## config.mk

```make
export PLATFORM = sky130hd
export DESIGN_NAME = lbaec_arbiter
export DESIGN_NICKNAME = d
export VERILOG_FILES = /design/src/lbaec_pkg.sv /design/src/lbaec_pick.sv /design/src/lbaec_errcap.sv /design/src/lbaec_arbiter.sv
export VERILOG_INCLUDE_DIRS = /design/src
export SDC_FILE = /design/constraint.sdc
export NUM_CORES = 1
export LEC_CHECK = 0
export ABC_CLOCK_PERIOD_IN_PS = 16500
export BUFFER_PORTS_ARGS = -buffer_cell sky130_fd_sc_hd__buf_4
export CORE_AREA = 10 10 252 254
export CTS_CLUSTER_SIZE = 28
export DETAILED_ROUTE_END_ITERATION = 6
export DIE_AREA = 0 0 262 264
export PLACE_DENSITY = 0.51
export SETUP_SLACK_MARGIN = 0.1
export SLEW_MARGIN = 30
export SYNTH_ARGS = -nofsm -noshare
export SYNTH_HDL_FRONTEND = slang
export SYNTH_SLANG_ARGS = --single-unit
```

## constraint.sdc

```tcl
create_clock -name core_clk -period 16.5 [get_ports core_clk]
set_input_delay 3.3 -clock core_clk [delete_from_list [all_inputs] [get_ports core_clk]]
set_output_delay 3.3 -clock core_clk [all_outputs]
set_load 0.02 [all_outputs]
```

## src/lbaec_defines.svh

```systemverilog
`ifndef LBAEC_DEFINES_SVH
`define LBAEC_DEFINES_SVH

// ----------------------------------------------------------------
// Register offsets on the control register port
// ----------------------------------------------------------------
`define LBAEC_OFS_STATUS   10'h084
`define LBAEC_OFS_ERRADDR  10'h086
`define LBAEC_OFS_CTRL     10'h087

// ----------------------------------------------------------------
// Control register fields (bit 31 is the leftmost bit)
// ----------------------------------------------------------------
`define LBAEC_CTRL_LSB     27
`define LBAEC_CTRL_RESET   5'h00
`define LBAEC_ORDER_MAX    3'h5

// ----------------------------------------------------------------
// Per-master field offsets inside each group of four status bits
// ----------------------------------------------------------------
`define LBAEC_F_TIMEOUT    2'h0
`define LBAEC_F_RW         2'h1
`define LBAEC_F_FLK        2'h2
`define LBAEC_F_ALK        2'h3
`define LBAEC_STATUS_MASK  32'hffff_ff00
`define LBAEC_STATUS_RESET 32'h0000_0000
`define LBAEC_EAR_RESET    32'h0000_0000

// ----------------------------------------------------------------
// Timing
// ----------------------------------------------------------------
`define LBAEC_TMO_CYCLES   16

`endif

```

## src/lbaec_pkg.sv

```systemverilog
`include "lbaec_defines.svh"

package lbaec_pkg;

    typedef struct packed {
        logic        req;
        logic [1:0]  pri;
        logic        rnw;
        logic [31:0] addr;
    } lbaec_mreq_t;

    typedef struct packed {
        logic        valid;
        logic        rnw;
        logic [2:0]  mid;
        logic [31:0] addr;
    } lbaec_slv_addr_t;

    typedef struct packed {
        logic       busy;
        logic [2:0] mid;
    } lbaec_own_t;

    typedef struct packed {
        lbaec_own_t pri_own;
        lbaec_own_t sec_own;
    } lbaec_dpath_t;

    typedef enum logic [1:0] {
        LBAEC_REQ  = 2'h1,
        LBAEC_XFER = 2'h2
    } lbaec_acyc_t;

    typedef struct packed {
        lbaec_acyc_t     acyc;
        lbaec_slv_addr_t abus;
        logic [7:0]      tcnt;
        logic [2:0]      last_id;
        lbaec_dpath_t    rd;
        lbaec_dpath_t    wr;
        logic [4:0]      ctrl;
        logic [5:0]      rdack;
        logic [5:0]      rcomp;
        logic [31:0]     rdata;
        logic [31:0]     regp_rdata;
        logic            regp_ack;
    } lbaec_core_t;

    typedef struct packed {
        logic [31:0] status;
        logic [31:0] ear;
    } lbaec_err_state_t;

    function automatic logic [5:0] lbaec_onehot(input logic [2:0] id);
        return 6'h01 << id;
    endfunction : lbaec_onehot

    // Status bit index of field f of master id, bit 31 leftmost
    function automatic logic [4:0] lbaec_sbit(input logic [2:0] id,
                                              input logic [1:0] f);
        return 5'(31 - 4 * int'(id) - int'(f));
    endfunction : lbaec_sbit

    function automatic lbaec_dpath_t lbaec_take(input lbaec_dpath_t d,
                                                input logic [2:0]   id);
        lbaec_dpath_t r;
        r = d;
        if (!d.pri_own.busy) r.pri_own = '{busy: 1'b1, mid: id};
        else                 r.sec_own = '{busy: 1'b1, mid: id};
        return r;
    endfunction : lbaec_take

    function automatic lbaec_dpath_t lbaec_retire(input lbaec_dpath_t d,
                                                  input logic dack,
                                                  input logic comp);
        lbaec_dpath_t r;
        r = d;
        if (dack && comp) begin
            r.pri_own = d.sec_own;
            r.sec_own = '0;
        end
        return r;
    endfunction : lbaec_retire

endpackage : lbaec_pkg

```

## src/lbaec_pick.sv

```systemverilog
`include "lbaec_defines.svh"
module lbaec_pick (
    input  wire logic [5:0]      req,
    input  wire logic [5:0][1:0] pri,
    input  wire logic            fair_mode,
    input  wire logic [2:0]      order,
    input  wire logic [2:0]      last_id,
    output logic                 win_valid,
    output logic [2:0]           win_id
);
    import lbaec_pkg::*;

    function automatic logic [2:0] lbaec_wrap6(input logic [3:0] v);
        return (v >= 4'h6) ? 3'(v - 4'h6) : v[2:0];
    endfunction : lbaec_wrap6

    logic [1:0] top;
    logic [2:0] start;
    logic [2:0] cand;

    always_comb begin
        top = 2'h0;
        for (int i = 0; i < 6; i++) begin
            if (req[i] && pri[i] > top) top = pri[i];
        end
        // Reserved order codes fall back to the ascending order
        if (fair_mode) begin
            start = lbaec_wrap6({1'b0, last_id} + 4'h1);
        end else if (order > `LBAEC_ORDER_MAX) begin
            start = 3'h0;
        end else begin
            start = order;
        end
        win_valid = |req;
        win_id    = 3'h0;
        cand      = 3'h0;
        // Walk backwards so the first match in rank order wins
        for (int k = 5; k >= 0; k--) begin
            cand = lbaec_wrap6({1'b0, start} + 4'(k));
            if (req[cand] && pri[cand] == top) win_id = cand;
        end
    end

endmodule : lbaec_pick

```

## src/lbaec_errcap.sv

```systemverilog
`include "lbaec_defines.svh"
module lbaec_errcap (
    input  wire logic                    core_clk,
    input  wire logic                    reset_n,
    input  wire logic                    clk_en,
    input  wire lbaec_pkg::lbaec_slv_addr_t err_ev,
    input  wire logic                    status_wr,
    input  wire logic [31:0]             wdata,
    output logic [31:0]                  status,
    output logic [31:0]                  ear
);
    import lbaec_pkg::*;

    lbaec_err_state_t s;
    lbaec_err_state_t next;
    logic             any_flk;
    logic             any_alk;
    logic             ear_locked;

    always_comb begin
        any_flk = 1'b0;
        any_alk = 1'b0;
        for (int n = 0; n < 6; n++) begin
            any_flk = any_flk | s.status[lbaec_sbit(3'(n), `LBAEC_F_FLK)];
            any_alk = any_alk | s.status[lbaec_sbit(3'(n), `LBAEC_F_ALK)];
        end
        // Address stays held while any address lock and any field lock are both set
        ear_locked = any_alk && any_flk;
        next = s;
        if (status_wr) begin
            next.status = s.status & ~(wdata & `LBAEC_STATUS_MASK);
        end
        // Setting after clearing lets a new error win over a clear
        if (err_ev.valid) begin
            if (!s.status[lbaec_sbit(err_ev.mid, `LBAEC_F_FLK)]) begin
                next.status[lbaec_sbit(err_ev.mid, `LBAEC_F_TIMEOUT)] = 1'b1;
                next.status[lbaec_sbit(err_ev.mid, `LBAEC_F_RW)] =
                    err_ev.rnw;
                next.status[lbaec_sbit(err_ev.mid, `LBAEC_F_FLK)] = 1'b1;
            end
            if (!ear_locked) begin
                next.ear = err_ev.addr;
                next.status[lbaec_sbit(err_ev.mid, `LBAEC_F_ALK)] = 1'b1;
            end
        end
    end

    always_ff @(posedge core_clk or negedge reset_n) begin
        if (!reset_n) begin
            s <= '{status: `LBAEC_STATUS_RESET, ear: `LBAEC_EAR_RESET};
        end else if (clk_en) begin
            s <= next;
        end
    end

    assign status = s.status;
    assign ear    = s.ear;
endmodule : lbaec_errcap

```

## src/lbaec_arbiter.sv

```systemverilog
`include "lbaec_defines.svh"
// Notes on behaviour
// - Transaction is an address cycle then a data cycle on split paths.
// - Address cycle runs request, transfer, then address acknowledge.
// - Slaves see a master's address only after it is granted.
// - Each beat has a transfer phase and a data acknowledge phase.
// - Address, read and write cycles overlap; owners may differ.
// - A second address per direction is taken as secondary transfer.
// - Requests are accepted while other cycles are in progress.
// - Control bit 0 selects fixed or fair; bits 1:3 give order.
// - Order codes 0 to 5 start ranking at that master; 6, 7 reserved.
// - Error address register holds the address of the timed-out access.
// - Locked error address ignores errors until all field locks clear; here it also unlocks once all address locks clear.
// - Status records timeout per master with read or write kind.
// - A set field lock keeps that master's timeout flag unchanged.
// - Writing one clears a status bit; writing zero leaves it.
// - Master n owns four bits from 4n; bits 24:31 reserved.
// - Read/write status bit is 0 for write, 1 for read.
// - Field lock bit set means that master's fields are locked.
// - Address lock bit set means the address is locked for it.
// - Masters 0 to 5: fetch, data cache, external, PCI, DMA layer, DMA.
// - Two-bit request priority; higher wins before mode and order.
// - Mode and order only decide among equal-priority requests.
module lbaec_arbiter #(
    parameter int TMO_CYCLES = `LBAEC_TMO_CYCLES
) (
    input  wire logic                     core_clk,
    input  wire logic                     reset_n,
    input  wire logic                     clk_en,
    input  wire lbaec_pkg::lbaec_mreq_t [5:0] mst,
    input  wire logic [5:0][31:0]         mst_wdata,
    output logic [5:0]                    mst_grant,
    output logic [5:0]                    mst_addr_ack,
    output logic [5:0]                    mst_timeout,
    output logic [5:0]                    mst_rd_dack,
    output logic [5:0]                    mst_rd_comp,
    output logic [31:0]                   mst_rd_data,
    output logic [5:0]                    mst_wr_dack,
    output logic [5:0]                    mst_wr_comp,
    output lbaec_pkg::lbaec_slv_addr_t    sl_abus,
    input  wire logic                     sl_addr_ack,
    input  wire logic                     sl_rd_dack,
    input  wire logic                     sl_rd_comp,
    input  wire logic [31:0]              sl_rd_data,
    input  wire logic                     sl_wr_dack,
    input  wire logic                     sl_wr_comp,
    output logic [31:0]                   sl_wr_data,
    input  wire logic [9:0]               regp_addr,
    input  wire logic                     regp_rd,
    input  wire logic                     regp_wr,
    input  wire logic [31:0]              regp_wdata,
    output logic [31:0]                   regp_rdata,
    output logic                          regp_ack,
    output logic                          high_utilization_enable
);
    import lbaec_pkg::*;

    if (TMO_CYCLES < 2 || TMO_CYCLES > 255) begin : g_bad_tmo
        $error("TMO_CYCLES must lie between 2 and 255");
    end

    lbaec_core_t     s;
    lbaec_core_t     next;
    logic [5:0]      req_m;
    logic [5:0][1:0] pri_v;
    logic            win_valid;
    logic [2:0]      win_id;
    logic            ack_now;
    logic            tmo_now;
    lbaec_slv_addr_t err_ev;
    logic [31:0]     status;
    logic [31:0]     ear;
    logic            status_wr;
    logic [5:0]      rd_own_mask;
    logic [5:0]      wr_own_mask;

    // ----------------------------------------------------------------
    // Request masking and arbitration
    // ----------------------------------------------------------------
    // A direction with a secondary already queued cannot take a third
    // address, so its requests wait; the other direction still runs.
    always_comb begin
        for (int i = 0; i < 6; i++) begin
            pri_v[i] = mst[i].pri;
            req_m[i] = mst[i].req && !(mst[i].rnw ? s.rd.sec_own.busy
                                                  : s.wr.sec_own.busy);
        end
    end

    lbaec_pick u_pick (
        .req       (req_m),
        .pri       (pri_v),
        .fair_mode (s.ctrl[4]),
        .order     (s.ctrl[3:1]),
        .last_id   (s.last_id),
        .win_valid (win_valid),
        .win_id    (win_id)
    );

    // ----------------------------------------------------------------
    // Error capture
    // ----------------------------------------------------------------
    assign ack_now   = s.acyc == LBAEC_XFER && sl_addr_ack;
    assign tmo_now   = s.acyc == LBAEC_XFER && !sl_addr_ack &&
                       s.tcnt == 8'(TMO_CYCLES - 1);
    assign err_ev    = '{valid: tmo_now, rnw: s.abus.rnw,
                         mid: s.abus.mid, addr: s.abus.addr};
    assign status_wr = regp_wr && regp_addr == `LBAEC_OFS_STATUS;

    lbaec_errcap u_errcap (
        .core_clk  (core_clk),
        .reset_n   (reset_n),
        .clk_en    (clk_en),
        .err_ev    (err_ev),
        .status_wr (status_wr),
        .wdata     (regp_wdata),
        .status    (status),
        .ear       (ear)
    );

    // ----------------------------------------------------------------
    // Next state
    // ----------------------------------------------------------------
    assign rd_own_mask = lbaec_onehot(s.rd.pri_own.mid);
    assign wr_own_mask = lbaec_onehot(s.wr.pri_own.mid);

    always_comb begin
        next = s;
        // Data paths retire on the completing beat, promoting secondary
        next.rd    = lbaec_retire(s.rd, sl_rd_dack, sl_rd_comp);
        next.wr    = lbaec_retire(s.wr, sl_wr_dack, sl_wr_comp);
        next.rdack = sl_rd_dack ? rd_own_mask : 6'h00;
        next.rcomp = (sl_rd_dack && sl_rd_comp) ? rd_own_mask : 6'h00;
        if (sl_rd_dack) next.rdata = sl_rd_data;
        next.regp_ack   = regp_rd || regp_wr;
        next.regp_rdata = 32'h0;
        if (regp_rd) begin
            if (regp_addr == `LBAEC_OFS_STATUS) begin
                next.regp_rdata = status;
            end else if (regp_addr == `LBAEC_OFS_ERRADDR) begin
                next.regp_rdata = ear;
            end else if (regp_addr == `LBAEC_OFS_CTRL) begin
                next.regp_rdata = {s.ctrl, 27'h0};
            end
        end
        if (regp_wr && regp_addr == `LBAEC_OFS_CTRL) begin
            next.ctrl = regp_wdata[31:`LBAEC_CTRL_LSB];
        end
        case (s.acyc)
            LBAEC_REQ: begin
                if (win_valid) begin
                    next.abus    = '{valid: 1'b1, rnw: mst[win_id].rnw,
                                    mid: win_id,
                                    addr: mst[win_id].addr};
                    next.tcnt    = 8'h00;
                    next.last_id = win_id;
                    next.acyc    = LBAEC_XFER;
                end
            end
            LBAEC_XFER: begin
                if (sl_addr_ack) begin
                    if (s.abus.rnw) begin
                        next.rd = lbaec_take(next.rd, s.abus.mid);
                    end else begin
                        next.wr = lbaec_take(next.wr, s.abus.mid);
                    end
                    next.abus.valid = 1'b0;
                    next.acyc       = LBAEC_REQ;
                end else if (tmo_now) begin
                    next.abus.valid = 1'b0;
                    next.acyc       = LBAEC_REQ;
                end else begin
                    next.tcnt = s.tcnt + 8'h01;
                end
            end
            default: begin
                next.abus.valid = 1'b0;
                next.acyc       = LBAEC_REQ;
            end
        endcase
    end

    always_ff @(posedge core_clk or negedge reset_n) begin
        if (!reset_n) begin
            s <= '{acyc: LBAEC_REQ, default: '0};
        end else if (clk_en) begin
            s <= next;
        end
    end

    // ----------------------------------------------------------------
    // Outputs
    // ----------------------------------------------------------------
    // Address and write pulses are gated by the enable so a frozen cycle never repeats one
    assign mst_grant    = s.abus.valid ? lbaec_onehot(s.abus.mid)
                                       : 6'h00;
    assign mst_addr_ack = (ack_now && clk_en) ? lbaec_onehot(s.abus.mid)
                                              : 6'h00;
    assign mst_timeout  = (tmo_now && clk_en) ? lbaec_onehot(s.abus.mid)
                                              : 6'h00;
    assign mst_rd_dack  = s.rdack;
    assign mst_rd_comp  = s.rcomp;
    assign mst_rd_data  = s.rdata;
    // Write acknowledges pass straight through to keep beats aligned
    assign mst_wr_dack  = (sl_wr_dack && clk_en) ? wr_own_mask : 6'h00;
    assign mst_wr_comp  = (sl_wr_dack && sl_wr_comp && clk_en)
                          ? wr_own_mask : 6'h00;
    assign sl_wr_data   = mst_wdata[s.wr.pri_own.mid];
    assign sl_abus      = s.abus;
    assign regp_rdata   = s.regp_rdata;
    assign regp_ack     = s.regp_ack;
    assign high_utilization_enable = s.ctrl[0];
endmodule : lbaec_arbiter

```

-- Yosys cells after proc, flatten, opt, wreduce, memory -nomap -nowiden
Cells that the tools add are included.
- output and inout port bits: 177
- logic and storage cells: 254
- input bits: 492
- memory bits (read-only): 0
- flip-flop bits (word level): 209
- RAM bits: 0
- memories kept: 0
- bits in latches: 0
- eq/ne operators: 16
- multiply operators: 0
- bitwise operators: 16
- div/mod/pow operators: 0
- add/subtract/negate cells: 18
- reduce and logical (&&, ||, !) cells: 50
- multiplexer cells: 99
- order comparisons: 30
- shift-type cells: 3
- operators with widths (kind ; number):
    2-to-1 mux 32 bit ; 8
    2-to-1 mux 64 bit ; 2
    binary-select mux 36 bit (select 3 bit) ; 1
    binary-select mux 32 bit (select 3 bit) ; 1
    OR 32 bit ; 3
    2-to-1 mux 3 bit ; 19
    2-to-1 mux 50 bit ; 1
    2-to-1 mux 8 bit ; 6
    2-to-1 mux 6 bit ; 7
    binary-select mux 2 bit (select 3 bit) ; 6
    logical AND 1 bit ; 34
    2-to-1 mux 33 bit ; 1
    AND 32 bit ; 1
    bitwise mux 32 bit ; 1
    less-than comparator 3 x 4 -> 1 bit (second input constant) ; 8
    2-to-1 mux 16 bit ; 2
    NOT 32 bit ; 1
    == test 10 x 8 -> 1 bit (second input constant) ; 3
    >= comparator 4 x 3 -> 1 bit (second input constant) ; 6
    less-than comparator 5 x 6 -> 1 bit (second input constant) ; 4
    2-to-1 mux 2 bit ; 12
    subtractor 3 bit (second input constant) ; 7
    demux 1 bit (select 5 bit) ; 4
    >= comparator 5 x 1 -> 1 bit (second input constant) ; 4
    other kinds (34) ; 90

-- Logic depth before layout (Yosys ltp)
- word-level depth: 32
- depth in mapped cells: 43
- gate-level depth less buffers: 40

-- Modules after synthesis
From an unflattened synthesis, not the netlist that was laid out.
- cell total of the unflattened synthesis: 1511
- area total of the unflattened synthesis: 15657.5 um^2
- modules (own cells, without submodules) (module ; area each (um^2) ; sequential area each (um^2) ; instances ; cells an instance):
    lbaec_arbiter ; 10413.7 ; 3604.7 ; 1 ; 992
    lbaec_errcap ; 2775.2 ; 1601.5 ; 1 ; 202
    lbaec_pick ; 2468.6 ; 0.0 ; 1 ; 317

-- Worst setup path before layout
OpenSTA, ideal clock, no wires.
- path kind: in2reg
- start point: in mst[32] (netlist bit)
- end point: reg s, in the netlist sl_abus[0]
- buffers on the path: 2
- library setup time: 0.138 ns
- slack: 4.883 ns
- required time: 16.362 ns
- stages: 39
- arrival time: 11.478 ns
- cells stage by stage: mux2_2 > nor2_1 > inv_1 > ha_1 > nor2b_1 > o2111ai_1 > mux2i_1 > inv_1 > ha_1 > nor2b_1 > a311o_1 > or4_4 > and2_1 > ha_1 > nor2_1 > nand4_1 > a21oi_1 > and3_1 > [... 3 more ...] > o2111ai_1 > a41oi_1 > inv_1 > ha_1 > nor2b_1 > o2111ai_1 > o22ai_1 > a31oi_1 > nand2_1 > xor2_1 > or2_1 > a311o_1 > mux2i_1 > buf_4 > buf_6 > mux2i_1 > a2bb2oi_1 > o211ai_1
- cells in the longest elaborated chain, start to end: 30
- elaborated cells on any way between the ends: 54
- classes of those cells: order compare (5); eq/ne (6); mux (27); reduce/logical (16)
- ends and longest elaborated chain (item ; line ; text):
    start, declared ; lbaec_arbiter.sv:30 ; input wire lbaec_pkg::lbaec_mreq_t [5:0] mst,
    2-to-1 mux 1 bit * ; lbaec_arbiter.sv:85 ; req_m[i] = mst[i].req && !(mst[i].rnw ? s.rd.sec_own.busy
    logical NOT 1 bit * ; lbaec_arbiter.sv:85 ;
    logical AND 1 bit * ; lbaec_arbiter.sv:85 ;
    logical AND 1 bit ; lbaec_pick.sv:24 ; if (req[i] && pri[i] > top) top = pri[i];
    2-to-1 mux 2 bit ; lbaec_pick.sv:24 ;
    greater-than comparator 2 bit ; lbaec_pick.sv:24 ;
    logical AND 1 bit ; lbaec_pick.sv:24 ;
    2-to-1 mux 2 bit ; lbaec_pick.sv:24 ;
    [... 9 more ...] ; - ;
    greater-than comparator 2 bit ; lbaec_pick.sv:24 ;
    logical AND 1 bit ; lbaec_pick.sv:24 ;
    2-to-1 mux 2 bit ; lbaec_pick.sv:24 ;
    == test 2 bit ; lbaec_pick.sv:40 ; if (req[cand] && pri[cand] == top) win_id = cand;
    logical AND 1 bit ; lbaec_pick.sv:40 ;
    2-to-1 mux 3 bit (6 in series) ; lbaec_pick.sv:40 ;
    binary-select mux 36 bit (select 3 bit) ; lbaec_arbiter.sv:154 ; addr: mst[win_id].addr};
    2-to-1 mux 33 bit (not written as such) ; lbaec_arbiter.sv:154 ;
    end signal, assigned ; lbaec_arbiter.sv:187 ; s <= next;
    end, declared ; lbaec_arbiter.sv:62 ; lbaec_core_t s;
Mark *: on every way between the ends. The rest lies on a longest branch, timed or not. The select of a mux whose other input is x is not followed.
A chain may end at the register's enable or synchronous reset.

-- Worst setup path after layout
- start point: in mst[32] (netlist bit)
- end point: reg s, in the netlist sl_abus[8]
Same word-level chain as after synthesis.

==> qor.csv <==
stage,metric,value,unit
logic_synthesis,syn_area_per_cell,9.72,um^2
logic_synthesis,ys_seq_area_share,34.4,%
sta,setup_viol,0,
setup_path,worst-endpoint-arrival,13.52,ns
global_routing,grt_start_max_net_pins,112,
run,cap_violations,0,
sta,period_share,79.5,%
place,dp_hpwl,55.3,mm
cells_and_area,final_area,21000,um^2
cts,htreeDepth,1,
status,status,finished clean,
sta,finalHoldViolCount,0,
global_routing,antenna_found_initial,4,
drt,drtPass1Iterations,5,
sta,relSlewSlack,38.7,%
global_routing,grt_pass1_vias,14900,
cells_and_area,fin_nets,2577,
place,placed_area,20000,um^2
power_and_ir_drop,internal-power,0.00157,W
place,dp_cells,2806,
power_and_ir_drop,pwr-share-clk,24.3,%
cts,postCtsResizedCells,0,
logic_synthesis,yosys_warnings,0,
sta,rsz0062_at_grt,false,
place,io_buffer_count,660,
sta,fin_tns_setup,0,ns
cells_and_area,final_layout_size_suffix_gt1_share,42.6,%
setup_path,worstSetupStartpointType,primary input,
floorplan,dieHeight,264,um
cts,cts.sinks,208,
logic_synthesis,yosys_most_used_dff,dfrtp_1,
drt,drt_iter0_markers,974,
drt,drc_errors,0,
setup_path,crit_top_cell,ha_1,
power_and_ir_drop,power_density,126,nW/um^2
setup_path,critPathMaxStageDelay,0.66,ns
place,pre_cts_ws,2.86,ns
worst_hold_path,hold_path.class,reg -> reg,
setup_path,crit_type,in -> reg,
cells_and_area,fin_cells,2859,
global_routing,track_usage,18.7,%
floorplan,fp.dieArea,69200,um^2
cts,clk_pin_slew,0.05,ns
logic_synthesis,async_flop_share,100,%
logic_synthesis,syn_nets,2071,
global_routing,gr-total-overflow,0,
floorplan,core_area,58500,um^2
logic_synthesis,synth_seq_cells,208,
drt,via_per_inst,4.98,
power_and_ir_drop,p_leak,10.1,nW
power_and_ir_drop,switching_share,40.6,%
setup_path,cp_slowest_cell,buf_4,
logic_synthesis,syn_area,15100,um^2
sta,fin_ws,3.38,ns
cts,cts_inserted_buffers,27,
cts,cts_tree,built,
power_and_ir_drop,p_comb_share,48.8,%
floorplan,ios,669,
sta,finalMaxSlewViolations,0,
floorplan,rows,89,
sta,fmax,0.0762,GHz
drt,ant_nets,0,
cts,ctsRootBufferMaster,clkbuf_16,
power_and_ir_drop,seqPwrFrac,26.9,%
cts,cts.path.max_buffers,3,
cts,cts_setup_buffers,0,
sta,fin_crit,13.12,ns
logic_synthesis,synth_edf_count,0,
drt,finalWirelength,68.8,mm
drt,vias,14200,
power_and_ir_drop,power_switching,0.00107,W
cts,clk_latency,0.56,ns
logic_synthesis,syn-instance-count,1557,
floorplan,initial_utilization,25.9,%
floorplan,dieWidth,262,um
cts,postCtsHoldBufs,0,
place,gp_congestion,0.917,
setup_path,crit_required,16.90,ns
power_and_ir_drop,irDropWorstVdd,0.154,mV
setup_path,cp_max_fo,42,
sta,tightest_slew,0.919,ns
global_routing,grt_pass1_wl,99.0,mm
logic_synthesis,synth.distinct_cells,95,
setup_path,cp-end-kind,register,
cells_and_area,syn_to_final_growth,38.9,%
sta,worst_clock_skew,0.0208,ns
sta,holdWs,0.457,ns
drt,avgRoutedWirePerCell,24.1,um
==> state kept, by name, summed over array words and instances (netlist names) <==
signal                   cells
s                           33
sl_abus                     33
mst_rd_data                 32
regp_rdata                  32
u_errcap.ear                32
u_errcap.status             32
mst_rd_comp                  6
mst_rd_dack                  6
high_utilization_enable      1
regp_ack                     1
==> worst max-delay path, delay by kind of cell <==
family	cells	cell delay [ns]
adder cells (fa/ha/maj)	5	1.29
AND/OR/NAND/NOR	14	3.02
AO/OA/AOI/OAI	10	2.90
multiplexers	4	1.29
buffers and inverters	6	1.44
XOR/XNOR	1	0.25
==> cells in the mapped netlist (12+ instances only) <==
| cell type | number | area [um^2] |
|---|---|---|
| dfrtp_1 | 207 | 5180 |
| and3_1 | 18 | 113 |
| mux2i_1 | 160 | 1600 |
| buf_4 | 115 | 863 |
| clkbuf_1 | 53 | 199 |
| nor2b_1 | 13 | 81.3 |
| nand2_1 | 123 | 462 |
| inv_1 | 64 | 240 |
| nand3_1 | 36 | 180 |
| mux4_2 | 33 | 743 |
| nor2_1 | 75 | 282 |
| mux2_2 | 81 | 912 |
| or2_0 | 32 | 200 |
| a21oi_1 | 30 | 150 |
| o21ai_0 | 62 | 310 |
| nor3_1 | 24 | 120 |
| a22oi_1 | 27 | 203 |
| o2bb2ai_1 | 34 | 298 |
| a2bb2oi_1 | 33 | 289 |
| o211ai_1 | 46 | 345 |
| o22ai_1 | 48 | 300 |
| buf_1 | 15 | 56.3 |
| nand2b_1 | 13 | 81.3 |
| buf_2 | 12 | 60.1 |
| ha_1 | 22 | 275 |
==> cells by family after synthesis <==
family | count (synthesis) | synth area share [%]
multiplexers | 277 | 21.9
buffers and inverters | 274 | 10.3
adder cells (fa/ha/maj) | 22 | 1.82
XOR/XNOR | 17 | 1.13
AO/OA/AOI/OAI | 364 | 17.3
flip-flops | 208 | 34.4
AND/OR/NAND/NOR | 395 | 13.1
==> metrics by stage <==
stage | utilization (%) | power, W
6_report | 35.9 | 0.00264
5_1_grt | 35.9 | 0.00279
4_1_cts | 35.9 | 0.00268
3_5_place_dp | 34.2 | 0.00202
3_3_place_gp | 34.1 | 0.00201
2_1_floorplan | - | 0.00158
==> worst paths after layout <==
check | slack (ns) | endpoint | start | cells after the start
setup reg to reg | 5.69 | sl_abus[8] | s[85] | 39
max in group asynchronous | 12.80 | regp_rdata[17] | reset_n | 2
min in group asynchronous | 2.65 | sl_abus[12] | reset_n | 1
hold reg to reg | 0.46 | u_errcap.status[0] | u_errcap.status[0] | 1
setup / recovery | 3.38 | sl_abus[8] | mst[32] | 40
hold / removal | 0.46 | u_errcap.status[0] | u_errcap.status[0] | 1
==> layer usage <==
| layer | vias to the layer above | part of all wire, % | GRT usage, % |
|---|---|---|---|
| li1 | 6637 | - | - |
| met1 | 7007 | 43 | 23.9 |
| met4 | 2 | 1.9 | 3.74 |
| met3 | 64 | 6.6 | 3.71 |
| met2 | 535 | 49 | 31.8 |
| met5 | - | 0.019 | 0 |
==> cells in the final DEF, fill, tap and decap left out, types with 18 or more instances in the layout <==
| master | instances |
|---|---|
| nand2_1 | 121 |
| nor2_1 | 74 |
| o21ai_0 | 62 |
| mux2_2 | 81 |
| nand3_1 | 36 |
| a21oi_1 | 30 |
| mux2i_1 | 159 |
| o2bb2ai_1 | 34 |
| or2_0 | 32 |
| a22oi_1 | 27 |
| ha_1 | 22 |
| inv_1 | 64 |
| o211ai_1 | 46 |
| dfrtp_1 | 206 |
| buf_4 | 680 |
| and3_1 | 18 |
| mux4_2 | 33 |
| a2bb2oi_1 | 33 |
| clkbuf_16 | 27 |
| nor3_1 | 22 |
| o22ai_1 | 48 |
==> area by class of cell <==
cell class	instances	area, um^2
repair buffers	683	5170
fillers	5990	37500
well taps	773	967
clock buffers	37	793
inverters	68	259
flip-flops and latches	208	5210
diodes	2	5.00
multi-input cells	1075	8410
clock inverters	13	191
==> power by group through the flow <==
stage	Sequential, W	Clock (W)	Combinational, W
after CTS	0.000713	0.000662	0.00130
after global routing	0.000722	0.000680	0.00138
after detailed placement	0.000722	0	0.00130
final	0.000711	0.000641	0.00129
after floorplan	0.000627	0	0.000949
after global placement	0.000719	0	0.00129
Note: power is estimated with default switching activity, not from simulation.
